==> config.mk <==
export PLATFORM = sky130hd
export DESIGN_NAME = psc_pin_state_ctrl
export DESIGN_NICKNAME = d
export VERILOG_FILES = /design/src/psc_pkg.sv /design/src/psc_pin_cell.sv /design/src/psc_pin_state_ctrl.sv
export SDC_FILE = /design/constraint.sdc
export NUM_CORES = 1
export LEC_CHECK = 0
export ABC_AREA = 1
export BUFFER_PORTS_ARGS = -buffer_cell sky130_fd_sc_hd__buf_2
export CAP_MARGIN = 15
export CORE_ASPECT_RATIO = 0.9
export CORE_MARGIN = 1.5
export CORE_UTILIZATION = 24
export DETAILED_ROUTE_END_ITERATION = 16
export PLACE_DENSITY = 0.49
export SLEW_MARGIN = 20
export SYNTH_ARGS = -nofsm -noshare
export SYNTH_HDL_FRONTEND = slang
export SYNTH_SLANG_ARGS = --single-unit
==> constraint.sdc <==
create_clock -name core_clk_i -period 1 [get_ports core_clk_i]
set_input_delay 0.2 -clock core_clk_i [delete_from_list [all_inputs] [get_ports core_clk_i]]
set_output_delay 0.2 -clock core_clk_i [all_outputs]
set_load 0.05 [all_outputs]
==> src/psc_pkg.sv <==
package psc_pkg;
    // Power / reset state of the device as seen by the pin logic
    typedef enum logic [3:0] {
        PSC_MODE_POR,
        PSC_MODE_INT_RESET,
        PSC_MODE_RUN,
        PSC_MODE_SLEEP,
        PSC_MODE_TIMER,
        PSC_MODE_RTC,
        PSC_MODE_STOP,
        PSC_MODE_DS_RTC,
        PSC_MODE_DS_STOP,
        PSC_MODE_DS_RETURN
    } psc_mode_t;

    // Pin status type of each pin
    typedef enum logic [2:0] {
        PSC_TYPE_I,
        PSC_TYPE_J,
        PSC_TYPE_K,
        PSC_TYPE_L,
        PSC_TYPE_M,
        PSC_TYPE_N
    } psc_type_t;

    // Selected function group of each pin
    typedef enum logic [2:0] {
        PSC_FUNC_GPIO,
        PSC_FUNC_RESOURCE,
        PSC_FUNC_ANALOG_IN,
        PSC_FUNC_ANALOG_OUT,
        PSC_FUNC_EXT_INT,
        PSC_FUNC_NMI,
        PSC_FUNC_DEBUG
    } psc_func_t;

    localparam int PSC_MODE_W = 4;
    localparam int PSC_TYPE_W = 3;
    localparam int PSC_FUNC_W = 3;
    localparam int PSC_NUM_PINS = 8;
    localparam logic PSC_SPL_BEHAVIOUR_A = 1'h0;
    localparam logic PSC_SPL_BEHAVIOUR_B = 1'h1;
    localparam logic PSC_HOLD_RESET = 1'h0;
    localparam logic PSC_FORCED_LOW = 1'h0;
endpackage

==> src/psc_pin_cell.sv <==
`timescale 1ns/1ps
// Per-pin state decode and hold register
module psc_pin_cell
    import psc_pkg::*;
(
    input wire logic core_clk_i,
    input wire logic resetn_i,
    input wire psc_mode_t mode_i,
    input wire logic reset_pin_low_i,
    input wire logic standby_pin_level_bit_i,
    input wire psc_type_t pin_type_i,
    input wire psc_func_t pin_func_i,
    input wire logic periph_running_i,
    input wire logic periph_out_i,
    input wire logic periph_oe_i,
    input wire logic port_out_i,
    input wire logic port_oe_i,
    input wire logic pad_in_i,
    output logic pad_out_o,
    output logic pad_oe_o,
    output logic pull_up_o,
    output logic core_in_o,
    output logic analog_en_o,
    output logic wake_up_input_o,
    output logic gpio_forced_o,
    output logic config_locked_o
);
    typedef enum logic [2:0] {
        PSC_ST_HIZ_IN,
        PSC_ST_HIZ_LOW,
        PSC_ST_HOLD,
        PSC_ST_GPIO_LOW,
        PSC_ST_NORMAL,
        PSC_ST_GPIO,
        PSC_ST_LOCKED
    } psc_pin_st_t;

    psc_pin_st_t st;
    logic analog;
    logic wake;
    logic pull;
    logic held_out;
    logic held_oe;
    logic standby_pin_level_bit;
    logic ds;

    function automatic logic is_ds(input psc_mode_t m);
        is_ds = (m == PSC_MODE_DS_RTC) || (m == PSC_MODE_DS_STOP);
    endfunction

    function automatic logic is_standby(input psc_mode_t m);
        is_standby = (m == PSC_MODE_TIMER) || (m == PSC_MODE_RTC) || (m == PSC_MODE_STOP);
    endfunction

    assign standby_pin_level_bit = standby_pin_level_bit_i;
    assign ds = is_ds(mode_i);

    // Decode is purely combinational so states track mode changes
    always_comb begin
        st = PSC_ST_NORMAL;
        analog = 1'b0;
        wake = 1'b0;
        pull = 1'b0;
        if (mode_i == PSC_MODE_POR) begin
            // Unstable supply: resources float; GPIO, NMI and analog-output pins unconfigurable
            st = (pin_func_i == PSC_FUNC_GPIO || pin_func_i == PSC_FUNC_NMI ||
                  pin_func_i == PSC_FUNC_ANALOG_OUT) ? PSC_ST_LOCKED : PSC_ST_HIZ_IN;
            if (pin_func_i == PSC_FUNC_ANALOG_IN) begin
                st = PSC_ST_HIZ_LOW;
            end
        end else if (pin_func_i == PSC_FUNC_ANALOG_IN) begin
            // Checked ahead of the resets: analog input stays live through them
            st = PSC_ST_HIZ_LOW;
            // First analog type loses analog input in and after deep standby
            analog = !(pin_type_i == PSC_TYPE_I &&
                       (ds || mode_i == PSC_MODE_DS_RETURN));
        end else if (reset_pin_low_i || mode_i == PSC_MODE_INT_RESET) begin
            st = PSC_ST_HIZ_IN;
            if (pin_func_i == PSC_FUNC_DEBUG) begin
                pull = 1'b1;
            end
            if (pin_func_i == PSC_FUNC_GPIO || pin_func_i == PSC_FUNC_NMI ||
                pin_func_i == PSC_FUNC_ANALOG_OUT) begin
                st = PSC_ST_LOCKED;
            end
        end else if (pin_func_i == PSC_FUNC_DEBUG) begin
            st = PSC_ST_HOLD;
        end else if (mode_i == PSC_MODE_RUN || mode_i == PSC_MODE_SLEEP) begin
            st = PSC_ST_NORMAL;
        end else if (is_standby(mode_i)) begin
            if (pin_func_i == PSC_FUNC_NMI || pin_func_i == PSC_FUNC_EXT_INT) begin
                st = PSC_ST_HOLD;
            end else if (pin_func_i == PSC_FUNC_ANALOG_OUT) begin
                if (mode_i == PSC_MODE_TIMER) begin
                    st = PSC_ST_HOLD;
                end else begin
                    st = (standby_pin_level_bit == PSC_SPL_BEHAVIOUR_A) ? PSC_ST_GPIO_LOW : PSC_ST_HIZ_LOW;
                end
            end else begin
                st = (standby_pin_level_bit == PSC_SPL_BEHAVIOUR_A) ? PSC_ST_HOLD : PSC_ST_HIZ_LOW;
            end
        end else if (ds) begin
            if (pin_func_i == PSC_FUNC_NMI) begin
                st = PSC_ST_HOLD;
            end else if (pin_type_i == PSC_TYPE_I && pin_func_i != PSC_FUNC_GPIO) begin
                // Wake-capable pins keep wake-up input alive
                wake = 1'b1;
                st = (standby_pin_level_bit == PSC_SPL_BEHAVIOUR_A) ? PSC_ST_HOLD : PSC_ST_HIZ_LOW;
            end else begin
                st = (standby_pin_level_bit == PSC_SPL_BEHAVIOUR_A) ? PSC_ST_GPIO_LOW : PSC_ST_HIZ_LOW;
            end
        end else begin
            // Return from deep standby
            st = (pin_type_i == PSC_TYPE_I && pin_func_i == PSC_FUNC_GPIO) ?
                 PSC_ST_HOLD : PSC_ST_GPIO;
        end
    end

    // Port or peripheral output is captured whenever the pin is not in hold
    always_ff @(posedge core_clk_i or negedge resetn_i) begin
        if (!resetn_i) begin
            held_out <= PSC_HOLD_RESET;
            held_oe <= PSC_HOLD_RESET;
        end else if (st != PSC_ST_HOLD) begin
            held_out <= (pin_func_i == PSC_FUNC_GPIO) ? port_out_i : periph_out_i;
            held_oe <= (pin_func_i == PSC_FUNC_GPIO) ? port_oe_i : periph_oe_i;
        end
    end

    always_ff @(posedge core_clk_i or negedge resetn_i) begin
        if (!resetn_i) begin
            pad_out_o <= 1'b0;
            pad_oe_o <= 1'b0;
            pull_up_o <= 1'b0;
            core_in_o <= PSC_FORCED_LOW;
            analog_en_o <= 1'b0;
            wake_up_input_o <= 1'b0;
            gpio_forced_o <= 1'b0;
            config_locked_o <= 1'b0;
        end else begin
            pull_up_o <= pull;
            analog_en_o <= analog;
            wake_up_input_o <= wake;
            gpio_forced_o <= (st == PSC_ST_GPIO) || (st == PSC_ST_GPIO_LOW);
            config_locked_o <= (st == PSC_ST_LOCKED);
            unique case (st)
                PSC_ST_HIZ_IN: begin
                    pad_out_o <= 1'b0;
                    pad_oe_o <= 1'b0;
                    core_in_o <= pad_in_i;
                end
                PSC_ST_HIZ_LOW, PSC_ST_LOCKED: begin
                    pad_out_o <= 1'b0;
                    pad_oe_o <= 1'b0;
                    core_in_o <= wake ? pad_in_i : PSC_FORCED_LOW;
                end
                PSC_ST_HOLD: begin
                    // A running peripheral keeps driving; a port keeps its latch
                    if (pin_func_i != PSC_FUNC_GPIO && periph_running_i) begin
                        pad_out_o <= periph_out_i;
                        pad_oe_o <= periph_oe_i;
                    end else begin
                        pad_out_o <= held_out;
                        pad_oe_o <= held_oe;
                    end
                    core_in_o <= pad_in_i;
                end
                PSC_ST_GPIO_LOW: begin
                    pad_out_o <= port_out_i;
                    pad_oe_o <= port_oe_i;
                    core_in_o <= PSC_FORCED_LOW;
                end
                PSC_ST_GPIO: begin
                    pad_out_o <= port_out_i;
                    pad_oe_o <= port_oe_i;
                    core_in_o <= pad_in_i;
                end
                PSC_ST_NORMAL: begin
                    pad_out_o <= (pin_func_i == PSC_FUNC_GPIO) ? port_out_i : periph_out_i;
                    pad_oe_o <= (pin_func_i == PSC_FUNC_GPIO) ? port_oe_i : periph_oe_i;
                    core_in_o <= pad_in_i;
                end
            endcase
        end
    end
endmodule // psc_pin_cell

==> src/psc_pin_state_ctrl.sv <==
`timescale 1ns/1ps
// Function
// Reset pin low means reset-input state
// Standby pin-level bit picks standby behaviour set
// Unusable input forces internal input low
// High-impedance state disables output driver
// Hold state follows running peripheral or port
// Unstable supply: resources high-Z, rest unconfigurable
// Resets: resource pins high-Z, input enabled
// Debug pins pull-up in reset, then hold
// Standby digital pins hold, or high-Z low
// Deep standby switches pins to GPIO
// Deep standby: GPIO low, or high-Z low
// Wake-up pins keep wake input in deep standby
// First analog type disabled in deep standby
// Other analog types always keep analog input (code turns analog_en_o off in power-on)
// Analog output holds in timer mode
// Analog output RTC/stop: GPIO low or high-Z
// Deep standby return leaves pins as GPIO
// Oscillator stops in stop and deep stop
// Pin state decode is combinational on inputs
module psc_pin_state_ctrl
    import psc_pkg::*;
#(
    parameter int NUM_PINS = PSC_NUM_PINS
) (
    input wire logic core_clk_i,
    input wire logic resetn_i,
    input wire logic external_reset_pin_n_i,
    input wire psc_mode_t mode_i,
    input wire logic standby_pin_level_bit_i,
    input wire logic [NUM_PINS*PSC_TYPE_W-1:0] pin_type_i,
    input wire logic [NUM_PINS*PSC_FUNC_W-1:0] pin_func_i,
    input wire logic [NUM_PINS-1:0] periph_running_i,
    input wire logic [NUM_PINS-1:0] periph_out_i,
    input wire logic [NUM_PINS-1:0] periph_oe_i,
    input wire logic [NUM_PINS-1:0] port_out_i,
    input wire logic [NUM_PINS-1:0] port_oe_i,
    input wire logic [NUM_PINS-1:0] pad_in_i,
    output logic [NUM_PINS-1:0] pad_out_o,
    output logic [NUM_PINS-1:0] pad_oe_o,
    output logic [NUM_PINS-1:0] pull_up_o,
    output logic [NUM_PINS-1:0] core_in_o,
    output logic [NUM_PINS-1:0] analog_en_o,
    output logic [NUM_PINS-1:0] wake_up_input_o,
    output logic [NUM_PINS-1:0] gpio_forced_o,
    output logic [NUM_PINS-1:0] config_locked_o,
    output logic osc_enable_o
);
    logic reset_pin_low;

    assign reset_pin_low = !external_reset_pin_n_i;

    // Registered so the oscillator gate never glitches on mode decode
    always_ff @(posedge core_clk_i or negedge resetn_i) begin
        if (!resetn_i) begin
            osc_enable_o <= 1'b1;
        end else begin
            osc_enable_o <= !(mode_i == PSC_MODE_STOP || mode_i == PSC_MODE_DS_STOP);
        end
    end

    genvar gi;
    generate
        for (gi = 0; gi < NUM_PINS; gi++) begin : g_pin
            psc_pin_cell u_cell (
                .core_clk_i(core_clk_i),
                .resetn_i(resetn_i),
                .mode_i(mode_i),
                .reset_pin_low_i(reset_pin_low),
                .standby_pin_level_bit_i(standby_pin_level_bit_i),
                .pin_type_i(psc_type_t'(pin_type_i[gi*PSC_TYPE_W +: PSC_TYPE_W])),
                .pin_func_i(psc_func_t'(pin_func_i[gi*PSC_FUNC_W +: PSC_FUNC_W])),
                .periph_running_i(periph_running_i[gi]),
                .periph_out_i(periph_out_i[gi]),
                .periph_oe_i(periph_oe_i[gi]),
                .port_out_i(port_out_i[gi]),
                .port_oe_i(port_oe_i[gi]),
                .pad_in_i(pad_in_i[gi]),
                .pad_out_o(pad_out_o[gi]),
                .pad_oe_o(pad_oe_o[gi]),
                .pull_up_o(pull_up_o[gi]),
                .core_in_o(core_in_o[gi]),
                .analog_en_o(analog_en_o[gi]),
                .wake_up_input_o(wake_up_input_o[gi]),
                .gpio_forced_o(gpio_forced_o[gi]),
                .config_locked_o(config_locked_o[gi])
            );
        end
    endgenerate
endmodule // psc_pin_state_ctrl

==> reports/qor.yml, run 1 <==
cts:
  cts.reportedPaths.clkPinSlew_ps: 60
  cts_buffer_depth: 2
  clkLatencyLatePin_ps: 350
  clock_sinks: 81
  cts_root_buf: "clkbuf_16"
  h-tree-depth: 3
  cts_tree: "done"
  cts-buffers-inserted: 9
pwr:
  p_sw_mw: 4.63
  switching_share_pct: 37.6
  powerDensity_nw_per_um2: 1180
  peakVddDrop_mv: 0.754
  power.leakage_nw: 5.39
  intPower_mw: 7.69
  combPwrFrac_pct: 41.9
  power_frac_seq_pct: 30.6
  power.share.clock_pct: 27.5
place:
  port_buffers: 168
  hpwl_mm: 16.6
  dp_slack_ps: -965
  place_inst: 1547
  place.gp.congestion: 0.885
timing:
  hold_viol_final: 0
  maxSlewHeadroom_pct: 76.3
  slew_violations: 0
  min_period_ps: 1460
  finClkSkew_ps: 2.01
  setup_viol: 129
  layout_setup_ws_ps: -455
  worst_slew_pin_slew_ps: 352
  fmax_mhz: 687
  rsz0062_at_grt: "true"
  finalCritPeriodShare_pct: 146
global_routing:
  overflow: 0
  grt_pass1_vias: 6857
  grt_max_degree: 46
  grt_pass1_wl_mm: 34.3
  track_usage_pct: 16.7
  antenna_found_initial: 1
logic_synthesis:
  ys.warnings.count: 0
  syn_inst: 923
  syn-num-nets: 1027
  syn_area_per_cell_um2: 6.61
  ys_seq_elements: 81
  seq_area_frac_synth_pct: 33.2
  synth_area_um2: 6100
  yosysUniqueCellTypes: 42
floorplanning:
  die_x_um: 171
  die_h_um: 154
  num_rows: 55
  io_pins: 169
  dieArea_um2: 26400
  coreArea_um2: 25000
  initial_utilization_pct: 24.4
cells_and_area:
  post_route_cells_drive_above_1_share_pct: 53.3
  layout_common_cells: "nand2_1, buf_4, buf_2"
  area_delta_synth_final_pct: 71.1
  stdcell_count: 1584
  mostFrequentLayoutCell: "nand2_1"
  final_nets: 1340
routing:
  wl_per_cell_um: 13.6
  drc_errors: 0
  detail-route-antenna-nets: 0
  vias: 6750
  via_per_inst: 4.26
  drt_iter0_markers: 353
  routed_wl_mm: 21.6
  first_pass_iters: 4
setup_path:
  path_common_cell: "nor2_4"
  reg2reg_from: "g_pin[7].u_cell.held_out"
  path_max_fanout: 5
  r2r_cells: 3
  worst-path-buf-inv: 4
  slowest_stage: "o21ai_4"
  crit_family: "simple AND/OR/NAND/NOR gates"
  critPathMaxStageDelay_ps: 220
  reg2reg_slack_ps: 80
  end_kind: "register"
  cp.arrival_ps: 1690
  r2r_end: "g_pin[7].u_cell.pad_out_o"
  crit_type: "input pin to register"
  start_kind: "input pin"
  cp.required_ps: 1240
  crit_cells: 15
  cp_cell_sequence: "buf_12 -> buf_12 -> inv_16 -> nand2_8 -> nor2_4 -> nor2_4 -> buf_6 -> nand3_4 -> nand2_4 -> nor2_4 -> nor2_4 -> o21ai_4 -> nand3_4 -> nand2_1 -> o21ai_1"
worst_hold_path:
  hold_path.class: "input pin to register"
  min_to: "g_pin[1].u_cell.core_in_o"
  hp-start: "pad_in_i[1]"
  hold_path_depth: 3
outcome:
  status: "complete, but fails checks"
  violations: "setup timing"
run:
  max-cap-violations: 0
## Yosys cell counts (all sizes together)
| master | n | share of area (%) |
|---|---|---|
| a211oi | 1 | 0.12 |
| a21boi | 2 | 0.31 |
| a21oi | 31 | 3.0 |
| a31oi | 3 | 0.31 |
| and2 | 1 | 0.10 |
| buf | 72 | 8.9 |
| clkbuf | 2 | 0.14 |
| dfrtp | 80 | 33 |
| dfstp | 1 | 0.43 |
| inv | 119 | 7.3 |
| mux2 | 2 | 0.37 |
| mux2i | 2 | 0.33 |
| nand2 | 280 | 18 |
| nand3 | 93 | 8.4 |
| nand3b | 4 | 0.49 |
| nand4 | 17 | 1.8 |
| nor2 | 130 | 9.1 |
| nor3 | 27 | 2.4 |
| nor3b | 1 | 0.12 |
| nor4 | 6 | 0.61 |
| o211ai | 2 | 0.33 |
| o21a | 3 | 0.37 |
| o21ai | 42 | 3.8 |
| o31ai | 1 | 0.12 |
| or2 | 1 | 0.10 |
## area by class of cell
| class | count | area [um^2] |
|---|---|---|
| Antenna cell | 1 | 2.50 |
| Clock buffer | 11 | 243 |
| Clock inverter | 5 | 55.1 |
| Fill cell | 2616 | 14600 |
| Inverter | 119 | 527 |
| Multi-Input combinational cell | 649 | 4080 |
| Sequential cell | 81 | 2030 |
| Tap cell | 342 | 428 |
| Timing Repair Buffer | 376 | 3080 |
## per-layer routing
metal	wire [um]	share of wire, %	vias up	GRT usage (%)
li1	-	-	3517	-
met1	9770	45	3077	20.9
met2	10500	49	133	28.1
met3	1040	4.8	21	4.12
met4	246	1.1	2	4.89
met5	17	0.079	-	0
## worst max path at each step
stage | start | to | slack (ps)
6_report | mode_i[1] | g_pin[4].u_cell.held_oe | -460
5_1_grt | mode_i[1] | g_pin[6].u_cell.pad_oe_o | -560
4_1_cts | mode_i[1] | g_pin[1].u_cell.pad_out_o | -440
3_5_place_dp | mode_i[1] | g_pin[5].u_cell.core_in_o | -970
3_3_place_gp | mode_i[1] | g_pin[5].u_cell.pad_out_o | -970
2_1_floorplan | mode_i[1] | g_pin[4].u_cell.held_oe | -420
## power groups by stage
| stage | Combinational, mW | Sequential, mW | Clock, mW |
|---|---|---|---|
| after floorplan | 2.96 | 3.75 | 0 |
| after global placement | 4.19 | 3.77 | 0 |
| after detailed placement | 4.21 | 3.76 | 0 |
| after CTS | 4.89 | 3.77 | 3.50 |
| after global routing | 5.58 | 3.80 | 3.62 |
| final | 5.16 | 3.77 | 3.39 |
## stage by stage
step                      hold WS (ps)  util [%]  area (um^2)  setup TNS [ps]  power, mW
after floorplan                  -95.6         -         6440          -19670       6.71
after global placement            58.9      34.5         8640          -63400       7.96
after detailed placement          51.9      34.5         8640          -63560       7.97
after CTS                         49.6      40.0        10000          -27590       12.2
after global routing              57.2      41.7        10400          -35790       13.0
final                             66.9      41.7        10400          -28180       12.3
## cells by family (layout without fill, tap and decap cells)
group                  count (synthesis)  in the layout  synth area share (%)
AO/OA/AOI/OAI                         85             85                  8.34
buffers and inverters                193            511                  16.4
flip-flops                            81             81                  33.2
multiplexers                           4              4                 0.697
other                                  0              1                     0
AND/OR/NAND/NOR                      560            560                  41.4
## worst reg2reg max path: cells and delay by family (launching register included)
| family | cells | cell delay, ps |
|---|---|---|
| simple gates | 2 | 140 |
| flops | 1 | 400 |
| mux | 1 | 270 |
## state kept, by name, summed over array words and instances, names as in the netlist
| name | cells |
|---|---|
| osc_enable_o | 1 |
| g_pin.u_cell.held_out | 8 |
| g_pin.u_cell.pad_out_o | 8 |
| g_pin.u_cell.core_in_o | 8 |
| g_pin.u_cell.config_locked_o | 8 |
| g_pin.u_cell.wake_up_input_o | 8 |
| g_pin.u_cell.held_oe | 8 |
| g_pin.u_cell.pull_up_o | 8 |
| g_pin.u_cell.gpio_forced_o | 8 |
| g_pin.u_cell.analog_en_o | 8 |
| g_pin.u_cell.pad_oe_o | 8 |
## repair_timing
| action | CTS | global route |
|---|---|---|
| gates resized for setup | 284 | 90 |
| hold buffers | 1 | 0 |
| hold endpoints to repair | 80 | 0 |
| pin swaps | 77 | 56 |
| setup buffers | 13 | 12 |
| setup endpoints to repair | 143 | 142 |
Power figures use the tool's default switching activity.
==> inputs of run 2 (changes only) <==
--- a/config.mk
+++ b/config.mk
@@ -13,2 +13,3 @@
 export CORE_UTILIZATION = 24
+export CTS_CLUSTER_DIAMETER = 150
 export DETAILED_ROUTE_END_ITERATION = 16
==> constraint.sdc (replaced) <==
create_clock -name core_clk_i -period 1 [get_ports core_clk_i]
set_input_delay 0.1 -clock core_clk_i [delete_from_list [all_inputs] [get_ports core_clk_i]]
set_output_delay 0.1 -clock core_clk_i [all_outputs]
set_load 0.05 [all_outputs]
==> reports/qor.yml, run 2 (same netlist as run 1, synthesis figures left out) <==
outcome:
  status: "complete, but fails checks"
  violations: "hold timing, setup timing"
cells_and_area:
  final_core_util_pct: 42.3  # +0.58 points
  layout_common_cells: "nand2_1, buf_4, buf_2"
  area_delta_synth_final_pct: 73.5
  mostFrequentLayoutCell: "nand2_1"
  post_route_cells_drive_above_1_share_pct: 53.8  # +0.46 points
  final_nets: 1363  # +1.7%
  stdcell_count: 1605  # +1.3%
routing:
  wl_per_cell_um: 13.4  # -1.8%
  drc_errors: 0  # unchanged
  routed_wl_mm: 21.5  # -0.51%
  vias: 6860  # +1.6%
  detail-route-antenna-nets: 0  # unchanged
  first_pass_iters: 4  # unchanged
  drt_iter0_markers: 231  # -35%
  via_per_inst: 4.27  # +0.30%
pwr:
  powerDensity_nw_per_um2: 1190  # +0.98%
  power.share.clock_pct: 28.9  # +1.4 points
  power_frac_seq_pct: 29.8  # -0.8 points
  switching_share_pct: 37.3  # -0.28 points
  combPwrFrac_pct: 41.3  # -0.6 points
  power.leakage_nw: 5.46  # +1.4%
  p_sw_mw: 4.71  # +1.6%
  peakVddDrop_mv: 0.828  # +9.8%
  intPower_mw: 7.91  # +2.9%
setup_path:
  start_kind: "input pin"
  slowest_stage: "nor2_4"
  r2r_cells: 3  # unchanged
  reg2reg_from: "g_pin[2].u_cell.held_oe"
  reg2reg_slack_ps: 60  # -20 ps
  crit_type: "input pin to register"
  path_max_fanout: 5  # unchanged
  r2r_end: "g_pin[2].u_cell.pad_oe_o"
  path_common_cell: "nand2_2"
  end_kind: "register"
  cp_cell_sequence: "buf_12 -> inv_12 -> nor2_4 -> nand2_4 -> nor2_4 -> buf_6 -> nand3_2 -> nand2_1 -> inv_1 -> nand2_1 -> nand2_2 -> nand2_2 -> nand2_4 -> nand2_2 -> nand2_2 -> nand3_2 -> nand3_2"
  cp.required_ps: 1240  # about the same
  cp.arrival_ps: 1580  # -110 ps
  critPathMaxStageDelay_ps: 200  # -20 ps
worst_hold_path:
  hp-start: "port_out_i[7]"
  hold_path_depth: 3  # unchanged
  hold_path.class: "input pin to register"
  min_to: "g_pin[7].u_cell.pad_out_o"
timing:
  worst_hold_slack_ps: -4.88  # -71.8 ps
  setup_viol: 71  # -45%
  rsz0062_at_grt: "true"
  fmax_mhz: 747  # +8.7%
  finClkSkew_ps: 8.40  # +6.39 ps
  layout_setup_ws_ps: -339  # +116 ps
  slew_violations: 0  # unchanged
  min_period_ps: 1340  # -116 ps
  hold_viol_final: 1  # +1
  worst_slew_pin_slew_ps: 304  # -48.1 ps
  maxSlewHeadroom_pct: 79.5  # +3.2 points
  finalCritPeriodShare_pct: 134  # -12 points
global_routing:
  grt_pass1_wl_mm: 33.7  # -1.7%
  antenna_found_initial: 1  # unchanged
  overflow: 0  # unchanged
  grt_max_degree: 42  # -8.7%
  track_usage_pct: 16.5  # -0.23 points
  grt_pass1_vias: 6757  # -1.5%
run:
  max-cap-violations: 0  # unchanged
cts:
  cts_root_buf: "clkbuf_16"
  clock_sinks: 81  # unchanged
  cts.reportedPaths.clkPinSlew_ps: 70  # about the same
  h-tree-depth: 3  # unchanged
  cts-buffers-inserted: 9  # unchanged
  cts_buffer_depth: 2  # unchanged
  clkLatencyLatePin_ps: 360  # about the same
  cts_tree: "done"
floorplanning:
  die_x_um: 171  # unchanged
  io_pins: 169  # unchanged
  coreArea_um2: 25000  # unchanged
  initial_utilization_pct: 24.4  # unchanged
  num_rows: 55  # unchanged
  dieArea_um2: 26400  # unchanged
  die_h_um: 154  # unchanged
place:
  place.gp.congestion: 0.825  # -6.8%
  place_inst: 1551  # +0.26%
  port_buffers: 168  # unchanged
  hpwl_mm: 16.8  # +0.86%
## run 2: timing repair
item | 4_1_cts | 5_1_grt
setup endpoints to repair | 145 | 118
hold buffers | 14 | 0
cloned | 1 | 0
pin swaps | 53 | 62
endpoints found under the hold margin | 94 | 0
resized for setup | 255 | 114
setup buffers | 14 | 12
## run 2: power groups by stage
| stage | Sequential (mW) | Combinational (mW) | Clock (mW) |
|---|---|---|---|
| after global placement | 3.76 | 4.17 | 0 |
| final | 3.76 | 5.20 | 3.65 |
| after global routing | 3.79 | 5.63 | 3.89 |
| after detailed placement | 3.76 | 4.20 | 0 |
| after floorplan | 3.75 | 2.95 | 0 |
| after CTS | 3.76 | 4.92 | 3.80 |
## run 2: worst max-delay path by stage
| stage | slack, ps | from | cells after the start | to |
|---|---|---|---|---|
| 2_1_floorplan | -320 | mode_i[1] | 13 | g_pin[4].u_cell.held_oe |
| 3_3_place_gp | -880 | mode_i[3] | 10 | g_pin[2].u_cell.analog_en_o |
| 3_5_place_dp | -890 | mode_i[3] | 10 | g_pin[2].u_cell.analog_en_o |
| 4_1_cts | -280 | mode_i[2] | 17 | g_pin[5].u_cell.pad_oe_o |
| 5_1_grt | -450 | mode_i[2] | 17 | g_pin[5].u_cell.pad_oe_o |
| 6_report | -340 | mode_i[2] | 17 | g_pin[5].u_cell.pad_out_o |
## run 2: critical path, delay by kind of cell
kind / cells / cell delay [ps]
simple gates: 13 / 1170
buf+inv: 4 / 300
## run 2: final cells by class
type	instances	area (um^2)
fillers	2608	14500
clock inverters	5	81.3
diodes	1	2.50
multi-input cells	649	4050
clock buffers	9	225
flip-flops and latches	81	2030
repair buffers	399	3260
inverters	119	518
well taps	342	428
## run 2: through the flow
step	instance area (um^2)	setup TNS, ps	worst slack [ps]	hold WS (ps)	total power, mW
finish	10600	-13870	-339	-4.88	12.6
global route	10600	-20340	-448	21.5	13.3
CTS	10100	-12590	-284	3.78	12.5
detailed placement	8640	-58210	-886	101	7.96
global placement	8640	-57820	-876	109	7.94
floorplan	6440	-13460	-323	-196	6.70
## run 2: metal layers
metal | track usage (%) | up-vias | wire length, um
li1 | - | 3561 | -
met1 | 20.5 | 3152 | 9790
met2 | 28.7 | 129 | 10500
met3 | 3.28 | 18 | 879
met4 | 4.68 | 0 | 250
met5 | 0 | - | 0
